===== src/hw/level_ctl_cfg.svh =====
// Constants of the automatic level control block: offsets, fields, resets, times.
// Assumes it is included by bare name from the design file, the checker and the bench.
`ifndef LEVEL_CTL_CFG_SVH
`define LEVEL_CTL_CFG_SVH

// Register word addresses on the plain register port.
`define ADDR_CFG_ONE 7'h20
`define ADDR_CFG_TWO 7'h21
`define ADDR_CFG_THREE 7'h22
`define ADDR_RATE 7'h24
`define ADDR_VOLUME 7'h2D
`define ADDR_STATUS 7'h2E

// Reset values.
`define RST_CFG_ONE 9'h038
`define RST_CFG_TWO 9'h00B
`define RST_CFG_THREE 9'h032
`define RST_RATE 3'h0
`define RST_GAIN 6'h10
`define RST_MUTE 1'b1

// Field positions.
`define SEL_BIT 8
`define CEIL_LSB 3
`define FLOOR_LSB 0
`define HOLD_LSB 4
`define TARGET_LSB 0
`define MODE_BIT 8
`define DECAY_LSB 4
`define ATTACK_LSB 0
`define MUTE_BIT 6

// Gain scale: 0.75 dB per step, eight steps per 6 dB, code 0 is the floor of the range.
`define STEPS_6DB 6'h08
`define CEIL_OFFSET 6'h07
`define MAX_RATE_CODE 4'hA
`define TARGET_TOP 6'h0F
`define TRIM_SHIFT 7

// Per-step times in ns, clock in MHz, and cycle counts derived from them (rounded up).
`define CLK_MHZ 25
`define ATK_NORM_NS 104000
`define DCY_NORM_NS 410000
`define ATK_LIM_NS 22700
`define DCY_LIM_NS 90800
`define HOLD_NS 2670000
`define NS_TO_CYC(ns) ((((ns) * `CLK_MHZ) + 999) / 1000)

`endif


===== src/hw/level_ctl_pkg.sv =====
// Types shared by the automatic level control design files.
// Assumes nothing of its surroundings.
package level_ctl_pkg;
    // Phase of the gain loop.
    typedef enum {PH_IDLE, PH_ATTACK, PH_HOLD, PH_DECAY} phase_type;
endpackage


===== src/hw/step_timer_if.sv =====
// Interface between the loop and one interval timer.
// Assumes a single clock domain shared by both ends.
`timescale 1ns/1ps
`default_nettype none
interface step_timer_if;
    logic [26:0] interval; // Interval length in clock cycles.
    logic restart;         // Holds the count at zero.
    logic expired;         // One-cycle pulse at the end of each interval.
    modport owner(output interval, output restart, input expired);
    modport timer(input interval, input restart, output expired);
endinterface
`default_nettype wire


===== src/hw/step_timer.sv =====
// Free-running interval timer that pulses once per programmed interval.
// Assumes the interval is at least one cycle and steady while counting.
`timescale 1ns/1ps
`default_nettype none
module step_timer (
    // Clock and reset.
    input wire logic clk,
    input wire logic rst_b,
    // Owner side.
    step_timer_if.timer tmr
);
    logic [26:0] count; // Cycles elapsed in the current interval.

    // The pulse is combinational so the owner sees it in the last cycle of the interval.
    assign tmr.expired = !tmr.restart && (count >= tmr.interval - 27'h1);

    // Count up, wrap at the interval end, hold at zero while restarted.
    always_ff @(posedge clk) begin
        if (!rst_b) begin
            count <= 27'h0;
        end else if (tmr.restart || tmr.expired) begin
            count <= 27'h0;
        end else begin
            count <= count + 27'h1;
        end
    end
endmodule
`default_nettype wire


===== src/hw/automatic_level_control.sv =====
// Automatic level control loop steering the input amplifier gain.
// Assumes a level measurement that is synchronous to clk and a plain register port.
//
// Operation
// - Disabled loop keeps gain; only software writes.
// - Normal mode tracks the target level.
// - Limiter only reduces peaks, never exceeds start unless start is below the floor.
// - Start gain latched on entering limiter.
// - Attack paces reductions, decay paces increases.
// - Normal attack 104us per step, doubling.
// - Normal decay 410us per step, doubling.
// - Limiter attack 22.7us per step, doubling.
// - Limiter decay 90.8us per step, doubling.
// - Step intervals depend on sample rate setting.
// - Ceiling and floor act only under loop.
// - Ceiling code 111 is 35.25 dB, 6 dB steps.
// - Floor code 000 is -12 dB, 6 dB steps.
// - Limiter ceiling is the lower of the latched start gain and the ceiling.
// - Out-of-range gain returns to range at once.
// - Normal mode waits hold time before decay.
// - Hold expiry below target starts decay.
// - Rising above target abandons the hold.
// - Hold 2.67ms at code 0001, doubling.
// - Target code sets level in 1.5 dB steps.
`timescale 1ns/1ps
`include "level_ctl_cfg.svh"
`default_nettype none
module automatic_level_control #(
    parameter int ATK_NORM_CYC = `NS_TO_CYC(`ATK_NORM_NS),
    parameter int DCY_NORM_CYC = `NS_TO_CYC(`DCY_NORM_NS),
    parameter int ATK_LIM_CYC = `NS_TO_CYC(`ATK_LIM_NS),
    parameter int DCY_LIM_CYC = `NS_TO_CYC(`DCY_LIM_NS),
    parameter int HOLD_CYC = `NS_TO_CYC(`HOLD_NS)
) (
    // Clock and reset.
    input wire logic clk,
    input wire logic rst_b,
    // Register port.
    input wire logic [6:0] addr,
    input wire logic [8:0] wdata,
    input wire logic wr,
    input wire logic rd,
    output logic [8:0] rdata,
    // Level measured at the converter input, in 1.5 dB steps below full scale.
    input wire logic [5:0] level_atten,
    // Amplifier gain control.
    output logic [5:0] input_gain_volume,
    output logic input_gain_mute
);
    // ****************************************
    // Register storage
    // ****************************************

    logic [8:0] cfg_one;   // Select, ceiling and floor codes.
    logic [8:0] cfg_two;   // Hold and target codes.
    logic [8:0] cfg_three; // Mode, decay and attack codes.
    logic [2:0] sample_rate_select; // Sample rate setting that trims step intervals.

    // Decoded fields.
    logic level_ctl_select;
    logic level_ctl_mode_select;
    logic [2:0] gain_ceiling_code;
    logic [2:0] gain_floor_code;
    logic [3:0] hold_time_code;
    logic [3:0] target_level_code;
    logic [3:0] attack_rate_code;
    logic [3:0] decay_rate_code;

    assign level_ctl_select = cfg_one[`SEL_BIT];
    assign gain_ceiling_code = cfg_one[`CEIL_LSB +: 3];
    assign gain_floor_code = cfg_one[`FLOOR_LSB +: 3];
    assign hold_time_code = cfg_two[`HOLD_LSB +: 4];
    assign target_level_code = cfg_two[`TARGET_LSB +: 4];
    assign level_ctl_mode_select = cfg_three[`MODE_BIT];
    assign decay_rate_code = cfg_three[`DECAY_LSB +: 4];
    assign attack_rate_code = cfg_three[`ATTACK_LSB +: 4];

    // Write strobes, one per register.
    logic wr_one;
    logic wr_two;
    logic wr_three;
    logic wr_rate;
    logic wr_volume;

    assign wr_one = wr && (addr == `ADDR_CFG_ONE);
    assign wr_two = wr && (addr == `ADDR_CFG_TWO);
    assign wr_three = wr && (addr == `ADDR_CFG_THREE);
    assign wr_rate = wr && (addr == `ADDR_RATE);
    assign wr_volume = wr && (addr == `ADDR_VOLUME);

    // Configuration registers take a write in the cycle of the strobe.
    always_ff @(posedge clk) begin
        if (!rst_b) begin
            cfg_one <= `RST_CFG_ONE;
            cfg_two <= `RST_CFG_TWO;
            cfg_three <= `RST_CFG_THREE;
            sample_rate_select <= `RST_RATE;
        end else begin
            if (wr_one) begin
                cfg_one <= wdata & 9'h13F;
            end
            if (wr_two) begin
                cfg_two <= wdata & 9'h0FF;
            end
            if (wr_three) begin
                cfg_three <= wdata;
            end
            if (wr_rate) begin
                sample_rate_select <= wdata[2:0];
            end
        end
    end

    // The mute bit belongs to software alone; the loop never touches it.
    // Software is expected to clear it before selecting the loop.
    always_ff @(posedge clk) begin
        if (!rst_b) begin
            input_gain_mute <= `RST_MUTE;
        end else if (wr_volume) begin
            input_gain_mute <= wdata[`MUTE_BIT];
        end
    end

    // ****************************************
    // Gain limits
    // ****************************************

    logic [5:0] ceil_idx;   // Programmed ceiling as a gain index.
    logic [5:0] floor_idx;  // Programmed floor as a gain index.
    logic [5:0] start_gain; // Gain latched on entry to limiter mode.
    logic [5:0] eff_ceil;   // Ceiling that actually applies.

    // Ceiling 111 lands on index 63 (35.25 dB), each code below 6 dB lower.
    assign ceil_idx = 6'(gain_ceiling_code * `STEPS_6DB) + `CEIL_OFFSET;
    // Floor 000 lands on index 0 (-12 dB), each code above 6 dB higher.
    assign floor_idx = 6'(gain_floor_code * `STEPS_6DB);
    logic sel_q;  // Select bit one cycle ago.
    logic mode_q; // Mode bit one cycle ago.

    // Track select and mode so that the entry into limiter mode can be seen.
    always_ff @(posedge clk) begin
        if (!rst_b) begin
            sel_q <= 1'b0;
            mode_q <= 1'b0;
        end else begin
            sel_q <= level_ctl_select;
            mode_q <= level_ctl_mode_select;
        end
    end

    logic lim_entry;        // The loop enters limiter mode in this cycle.
    logic [5:0] live_start; // Start gain that applies now, fresh in the entry cycle.

    assign lim_entry = level_ctl_select && level_ctl_mode_select && (!sel_q || !mode_q);
    // In the entry cycle the register still holds a stale value, so the live gain is used.
    assign live_start = lim_entry ? input_gain_volume : start_gain;

    // Latch the start gain when the loop starts in limiter mode or switches to it.
    always_ff @(posedge clk) begin
        if (!rst_b) begin
            start_gain <= `RST_GAIN;
        end else if (lim_entry) begin
            start_gain <= input_gain_volume;
        end
    end

    // In limiter mode the start gain caps the ceiling unless the programmed one is lower.
    assign eff_ceil = (level_ctl_mode_select && (live_start < ceil_idx)) ? live_start : ceil_idx;

    // ****************************************
    // Level comparison
    // ****************************************

    logic [5:0] target_atten; // Target level in 1.5 dB steps below full scale.
    logic above;              // Level is louder than the target.
    logic below;              // Level is quieter than the target.

    // Codes 1111 and 1110 both mean -1.5 dBFS; below that 1.5 dB per code.
    assign target_atten = (target_level_code == 4'hF) ? 6'h01 : `TARGET_TOP - {2'h0, target_level_code};
    assign above = level_atten < target_atten;
    assign below = level_atten > target_atten;

    // ****************************************
    // Phase machine
    // ****************************************

    level_ctl_pkg::phase_type phase;      // Present phase.
    level_ctl_pkg::phase_type next_phase; // Phase for the next cycle.

    step_timer_if step_if(); // Paces single gain steps.
    step_timer_if hold_if(); // Measures the hold time.

    // Choose the next phase from the level, the mode and the hold timer.
    always_comb begin
        next_phase = level_ctl_pkg::PH_IDLE;
        if (!level_ctl_select) begin
            next_phase = level_ctl_pkg::PH_IDLE;
        end else if (above) begin
            // Loud peaks always pull the gain down, in both modes.
            next_phase = level_ctl_pkg::PH_ATTACK;
        end else if (level_ctl_mode_select) begin
            // The limiter only recovers towards its start gain and has no hold.
            if (input_gain_volume < eff_ceil) begin
                next_phase = level_ctl_pkg::PH_DECAY;
            end
        end else if (below) begin
            case (phase)
                level_ctl_pkg::PH_HOLD: begin
                    // A quiet level that outlasts the hold is the new average.
                    next_phase = hold_if.expired ? level_ctl_pkg::PH_DECAY : level_ctl_pkg::PH_HOLD;
                end
                level_ctl_pkg::PH_DECAY: begin
                    next_phase = level_ctl_pkg::PH_DECAY;
                end
                default: begin
                    // Wait out the hold before raising gain; code zero skips it.
                    next_phase = (hold_time_code == 4'h0) ? level_ctl_pkg::PH_DECAY : level_ctl_pkg::PH_HOLD;
                end
            endcase
        end
        // In normal mode a level at target leaves the gain alone, and a louder one during hold leaves it.
    end

    // Register the phase.
    always_ff @(posedge clk) begin
        if (!rst_b) begin
            phase <= level_ctl_pkg::PH_IDLE;
        end else begin
            phase <= next_phase;
        end
    end

    // ****************************************
    // Step intervals
    // ****************************************

    // Double a base interval per code step, saturating at code 1010.
    function automatic logic [26:0] scale(input logic [26:0] base, input logic [3:0] code);
        logic [3:0] c;
        c = (code > `MAX_RATE_CODE) ? `MAX_RATE_CODE : code;
        scale = base << c;
    endfunction

    // Lengthen an interval slightly per sample rate setting, as the real clocks differ.
    function automatic logic [26:0] trim(input logic [26:0] raw, input logic [2:0] rate);
        logic [26:0] unit;
        unit = raw >> `TRIM_SHIFT;
        trim = raw + 27'(unit * {24'h0, rate});
    endfunction

    logic [26:0] atk_base;  // Attack base interval for the present mode.
    logic [26:0] dcy_base;  // Decay base interval for the present mode.
    logic [26:0] hold_len;  // Hold interval for the present code.

    // Limiter steps are faster than normal steps.
    assign atk_base = level_ctl_mode_select ? 27'(ATK_LIM_CYC) : 27'(ATK_NORM_CYC);
    assign dcy_base = level_ctl_mode_select ? 27'(DCY_LIM_CYC) : 27'(DCY_NORM_CYC);
    // Code 0001 gives the base hold, each higher code doubles it.
    // Codes above 1010 keep the longest hold rather than doubling once more.
    assign hold_len = scale(27'(HOLD_CYC),
        ((hold_time_code > `MAX_RATE_CODE) ? `MAX_RATE_CODE : hold_time_code) - 4'h1);

    // Reductions use the attack code and increases the decay code.
    assign step_if.interval = (next_phase == level_ctl_pkg::PH_ATTACK) ?
        trim(scale(atk_base, attack_rate_code), sample_rate_select) :
        trim(scale(dcy_base, decay_rate_code), sample_rate_select);
    // A new phase starts a fresh interval so that the first step takes a whole one.
    assign step_if.restart = (next_phase != phase) || !level_ctl_select;

    // The hold timer runs only while the loop holds.
    assign hold_if.interval = trim(hold_len, sample_rate_select);
    assign hold_if.restart = (phase != level_ctl_pkg::PH_HOLD);

    step_timer step_timer_inst (
        .clk(clk),
        .rst_b(rst_b),
        .tmr(step_if.timer)
    );

    step_timer hold_timer_inst (
        .clk(clk),
        .rst_b(rst_b),
        .tmr(hold_if.timer)
    );

    // ****************************************
    // Gain register
    // ****************************************

    logic step_fire; // One gain step is due in the present phase.

    assign step_fire = step_if.expired &&
        ((phase == level_ctl_pkg::PH_ATTACK) || (phase == level_ctl_pkg::PH_DECAY));

    // Software owns the gain while the loop is off; the loop owns it while on.
    // The floor wins over the ceiling if software sets them crossed, which avoids a
    // gain that flips between the two limits every cycle.
    always_ff @(posedge clk) begin
        if (!rst_b) begin
            input_gain_volume <= `RST_GAIN;
        end else if (!level_ctl_select) begin
            // Off: the last loop value stays, limits do not apply.
            if (wr_volume) begin
                input_gain_volume <= wdata[5:0];
            end
        end else if (input_gain_volume < floor_idx) begin
            input_gain_volume <= floor_idx;
        end else if ((input_gain_volume > eff_ceil) && (eff_ceil >= floor_idx)) begin
            input_gain_volume <= eff_ceil;
        end else if (step_fire) begin
            // One step per interval, never past the active limits.
            if ((phase == level_ctl_pkg::PH_ATTACK) && (input_gain_volume > floor_idx)) begin
                input_gain_volume <= input_gain_volume - 6'h01;
            end else if ((phase == level_ctl_pkg::PH_DECAY) && (input_gain_volume < eff_ceil)) begin
                input_gain_volume <= input_gain_volume + 6'h01;
            end
        end
    end

    // ****************************************
    // Read port
    // ****************************************

    // Read data stand for exactly one cycle after the strobe and are zero otherwise.
    // The volume register reads back the live gain so software can watch the loop.
    always_ff @(posedge clk) begin
        if (!rst_b) begin
            rdata <= 9'h000;
        end else if (rd) begin
            case (addr)
                `ADDR_CFG_ONE: begin
                    rdata <= cfg_one;
                end
                `ADDR_CFG_TWO: begin
                    rdata <= cfg_two;
                end
                `ADDR_CFG_THREE: begin
                    rdata <= cfg_three;
                end
                `ADDR_RATE: begin
                    rdata <= {6'h00, sample_rate_select};
                end
                `ADDR_VOLUME: begin
                    rdata <= {2'h0, input_gain_mute, input_gain_volume};
                end
                `ADDR_STATUS: begin
                    rdata <= {1'b0, 2'(phase), input_gain_volume};
                end
                default: begin
                    rdata <= 9'h000;
                end
            endcase
        end else begin
            rdata <= 9'h000;
        end
    end
endmodule
`default_nettype wire


===== config.mk =====
export PLATFORM = sky130hd
export DESIGN_NAME = automatic_level_control
export DESIGN_NICKNAME = d
export VERILOG_FILES = /design/src/hw/level_ctl_pkg.sv /design/src/hw/step_timer_if.sv /design/src/hw/step_timer.sv /design/src/hw/automatic_level_control.sv
export VERILOG_INCLUDE_DIRS = /design/src /design/src/hw
export SDC_FILE = /design/constraint.sdc
export NUM_CORES = 1
export LEC_CHECK = 0
export BUFFER_PORTS_ARGS = -buffer_cell sky130_fd_sc_hd__buf_2
export CORE_MARGIN = 3
export CORE_UTILIZATION = 66
export CTS_BUF_LIST = sky130_fd_sc_hd__clkbuf_8
export DETAILED_ROUTE_END_ITERATION = 12
export PLACE_DENSITY = 0.84
export SLEW_MARGIN = 20
export SYNTH_ARGS = -nofsm -noshare
export SYNTH_HDL_FRONTEND = slang
export SYNTH_SLANG_ARGS = --single-unit

===== constraint.sdc =====
create_clock -name clk -period 9.15 [get_ports clk]
set_clock_uncertainty 0.05 [all_clocks]
set_input_delay 0.915 -clock clk [delete_from_list [all_inputs] [get_ports clk]]
set_output_delay 0.915 -clock clk [all_outputs]
set_load 0.05 [all_outputs]

==> impl_summary.md <==
Clock network
The source-to-sink clock delay at the later pin of the worst-skew pair is roughly 0.42 ns. The maximum buffer depth of the clock tree is 2. After clock tree synthesis, the clock-pin slew on the worst setup and hold paths is roughly 0.14 ns.

The clock tree from TritonCTS is done. The number of buffers inserted during clock tree synthesis is 9. In this run the clock root is driven by a sky130_fd_sc_hd__clkbuf_8.

The count of H-tree levels built during CTS is 3. Buffers inserted to repair hold after CTS numbered 0. The tree built by TritonCTS fans out to about 110 sinks.

Floorplanning
The die covers 0.0259 mm2. After floorplanning, the core was divided into 56 placement rows. The overall die width is around 160 um.

For this configuration, the core starts out at a cell density of 67.3%. Measured along the y axis, the die boundary spans 161 um. 42 I/O pins were placed. The floorplan core area is 0.0235 mm2.

STA
The maximum clock rate is 116 MHz. The total of endpoints with negative setup slack in the final report is 0. The final-report hold violation count is 0. At the pin with the least slew margin, the transition time is 0.919 ns.

The final setup slack of the worst path is 0.528 ns. The count of final max-slew check failures came to 0. The relative max-transition margin is 38.3%. The final critical path takes up between 90% and 100% of the cycle. Setup repair after global routing left no endpoint under its margin. The accumulated negative setup slack is 0 ns. The shortest clock period the worst path allows after layout is 8.62 ns.

Setup path
The cell with the largest stage delay on the worst path is sky130_fd_sc_hd__fa_1. The critical path's most frequent cell is sky130_fd_sc_hd__ha_1. The endpoint type of the worst setup path is a flip-flop. The worst setup slack for register-to-register paths is 0.53 ns. Along the worst path, the maximum fanout reaches 11. The category of the worst setup path launch point is a flip-flop.

In this run the critical register-to-register path is launched from cfg_two[6]. The type of the worst setup path is flip-flop to flip-flop. Counting both buffers and inverters, the worst setup path holds a total of 5. At the worst endpoint, the arrival time is 8.86 ns. The family with the most delay on the worst path is compound AO/OA/AOI/OAI gates.

The endpoint required time on the critical path is between 9 and 10 ns. On the worst path, the slowest cell contributes a delay of ~0.54 ns. The worst-case reg-to-reg path depth is 37. The worst register-to-register path ends at input_gain_volume[4].

Global route
The maximum number of pins on one net before global-route repair is 43. The initial antenna violation count is 0. The busiest metal layer after global routing is met2. The global routing met2 resource utilization is 50.8%.

For this run, global-route usage on met3 was measured as 4.87%. The number of global-route vias before repair is around 14000. Global routing consumed, on the met1 layer, between 40% and 50% of the routing resources. After global routing the overflow that remains totals 0. The total routing usage reported by global routing is a little under a third. The wire length of the first global-routing pass is 67100 um.

Logic synthesis
In the synthesized netlist the async set-or-reset flop fraction comes to 0%. Summing the areas of all fa, ha and maj instances in the mapped netlist gives 29.5% of the synthesized area. Summing the areas of all compound-gate instances in the mapped netlist gives between 10% and 20% of the synthesized area. The basic-gate share of the synthesized area counting and, or, nand and nor cells is approximately 22%. The synthesized design devotes to its leading area cell type between 10 and 15% of total area.

In this run, synthesis inferred 0 flip-flops with an integrated enable. In this run, synthesis produced a sequential element count of 107. In the synthesized netlist the dominant register cell turns out to be sky130_fd_sc_hd__dfxtp_1. sky130_fd_sc_hd__nand2_1 is the most common cell in the netlist. The area of the mapped netlist is 0.0158 mm2. The number of different library cells used by synthesis comes to 90. The sequential-to-total area share from yosys stat is 13.5%.

Measured against the total synthesized area, the mux share comes to 1.81%. The average instance area after synthesis is 7.72 um2. The largest family of logic cells by synthesized area is adder cells. The number of warnings printed during yosys synthesis is 0.

By area the synthesized netlist is led by sky130_fd_sc_hd__fa_1 (15%), sky130_fd_sc_hd__ha_1 (15%), sky130_fd_sc_hd__dfxtp_1 (14%). The commonest cells after synthesis are sky130_fd_sc_hd__nand2_1 (261), sky130_fd_sc_hd__inv_1 (251), sky130_fd_sc_hd__ha_1 (185). The number of instances in the synthesized netlist is 2052. Of the total synthesized cell area, the portion taken by XOR and XNOR cells is 7.68%.

Of all cell types, the one taking the most synthesized area is sky130_fd_sc_hd__fa_1.

Detailed routing
In this run, the number of DRC markers left after iteration 0 of detailed routing was 1399. After detailed routing, the number of vias per cell comes to ~6.1. The remaining routing DRC violations is 0. For this run, the detailed router's first-pass iteration total came to 7. The total via count in the routed design is 14600. Dividing the detail-routed wire length by the instance count gives 16.6 um. The antenna violation net count after detailed routing is 0. The final layout contains routed wiring with a total length of 39800 um.

Worst hold path
The tightest min-delay check is of the flip-flop to flip-flop type. The path with the worst hold slack has its endpoint at step_timer_inst.count[0]. The worst hold path depth is 1.

The startpoint identified for the worst hold timing path is step_timer_inst.count[0].

Cells and area
The number of nets in the layout is 2408. The number of antenna repair diodes is 0. With fillers left out, the area of the finished cells amounts to 0.0167 mm2.

From synthesis to final layout, the design area changed by 5.68%. In the final layout, the share of cells above drive strength 1 is 6.67%. At the end of the flow the core is filled with cells to between 70% and 80%. Fill cells in the final layout number 1911.

Placement
Prior to clock tree synthesis, the placed netlist has a worst setup slack of slightly above 0.05 ns. The final estimated routing congestion in global placement is 0.947. Summed over all nets, the half-perimeter wirelength after detailed placement is approximately 32000 um. Once placement finished, the instance area stood at 0.0164 mm2. In this run the tool buffered the top-level ports with 41 buffer cells.

Power and ir drop
IR analysis of the VDD net gives a maximum drop of between 0.00009 and 0.0001 V. The analysis attributes to cell leakage a power of about 7.7 nW. The power density of the placed cells is slightly below 60 mW/mm2.

Job
Max-cap violations in this run came to 0.

Status
The flow ran to the end, and the final reports show no timing, DRC or antenna violations.
-- report_power, final --
part / leakage, nW / internal (mW) / switching (mW)
sequential: 0.864 / 0.466 / 0.00115
combinational: 6.70 / 0.0737 / 0.109
clock: 0.109 / 0.114 / 0.211
total: 7.67 / 0.654 / 0.322
-- flip-flops by register name (all words and copies together) (netlist names) --
signal	count
hold_timer_inst.count	27
phase	2
cfg_three	9
cfg_one	7
input_gain_volume	6
start_gain	6
sample_rate_select	3
step_timer_inst.count	27
sel_q	1
input_gain_mute	1
mode_q	1
rdata	9
cfg_two	8
-- per-stage QoR --
| stage | hold WS, ns | total power [mW] | cells |
|---|---|---|---|
| finish | 0.442 | 0.976 | 2403 |
| global route | 0.486 | 1.02 | 2403 |
| CTS | 0.445 | 0.973 | 2402 |
| detailed placement | 0.413 | 0.653 | 2386 |
| global placement | 0.408 | 0.647 | 2386 |
| floorplan | 0.387 | 0.612 | 2075 |
-- layout by cell type, fill, tap and decap left out, drive strengths merged, types with 9 or more instances in the layout --
| cell type | instances |
|---|---|
| conb | 25 |
| o21ai | 71 |
| nor3 | 30 |
| nand2b | 18 |
| clkbuf | 9 |
| fa | 118 |
| nor4 | 14 |
| or3 | 11 |
| a31oi | 12 |
| buf | 70 |
| a211oi | 21 |
| a22oi | 14 |
| o211ai | 22 |
| xnor2 | 69 |
| xor2 | 70 |
| nand4 | 19 |
| and3 | 32 |
| dfxtp | 107 |
| nor2b | 34 |
| and2 | 36 |
| ha | 185 |
| nor2 | 174 |
| nand2 | 262 |
| inv | 254 |
| mux2i | 23 |
| a21oi | 120 |
| or2 | 9 |
| a21o | 39 |
| nand3 | 67 |
| o21a | 22 |
-- metal layers --
| metal | vias to the layer above | wire [um] |
|---|---|---|
| met3 | 103 | 2740 |
| met1 | 6904 | 17000 |
| met4 | 0 | 1390 |
| li1 | 6985 | - |
| met5 | - | 0 |
| met2 | 560 | 18700 |
-- worst max-delay path by stage --
stage	start	end	slack, ns	cells after the start
6_report	cfg_two[6]	input_gain_volume[4]	0.53	37
5_1_grt	cfg_three[1]	input_gain_volume[4]	0.01	32
4_1_cts	cfg_two[6]	input_gain_volume[0]	0.04	36
3_5_place_dp	cfg_two[6]	input_gain_volume[0]	0.05	36
3_3_place_gp	cfg_two[5]	input_gain_volume[0]	0.43	35
2_1_floorplan	cfg_two[7]	input_gain_volume[0]	0.74	38
-- what timing repair did --
action,4_1_cts,5_1_grt
resized for setup,0,23
endpoints found under the setup margin,0,59
setup buffers,0,1
hold endpoints to repair,0,0
-- layout make-up --
class,instances,area (um2),share of cell area (%)
Clock buffer,9,124,0.740
Inverter,253,950,5.67
Clock inverter,7,98.8,0.590
Sequential cell,107,2150,12.8
Timing Repair Buffer,70,439,2.62
Tap cell,319,399,2.38
Multi-Input combinational cell,1638,12600,75.2
-- worst register-to-register path: cells and delay by family, from the launching register on --
| family | cells | cell delay, ns |
|---|---|---|
| DFF | 1 | 0.39 |
| and+or+nand+nor | 6 | 1.03 |
| adders and majority gates | 7 | 2.56 |
| xor gates and xnor gates | 2 | 0.34 |
| AOI/OAI and AO/OA | 17 | 3.71 |
| buffers and inverters | 5 | 0.46 |
-- kinds of logic after synthesis --
group | Yosys count
multiplexers | 28
adder cells (fa/ha/maj) | 303
other | 2
AO/OA/AOI/OAI | 410
flip-flops | 107
XOR/XNOR | 139
AND/OR/NAND/NOR | 733
buffers and inverters | 330
No activity file was read; power rests on OpenSTA's default activity.
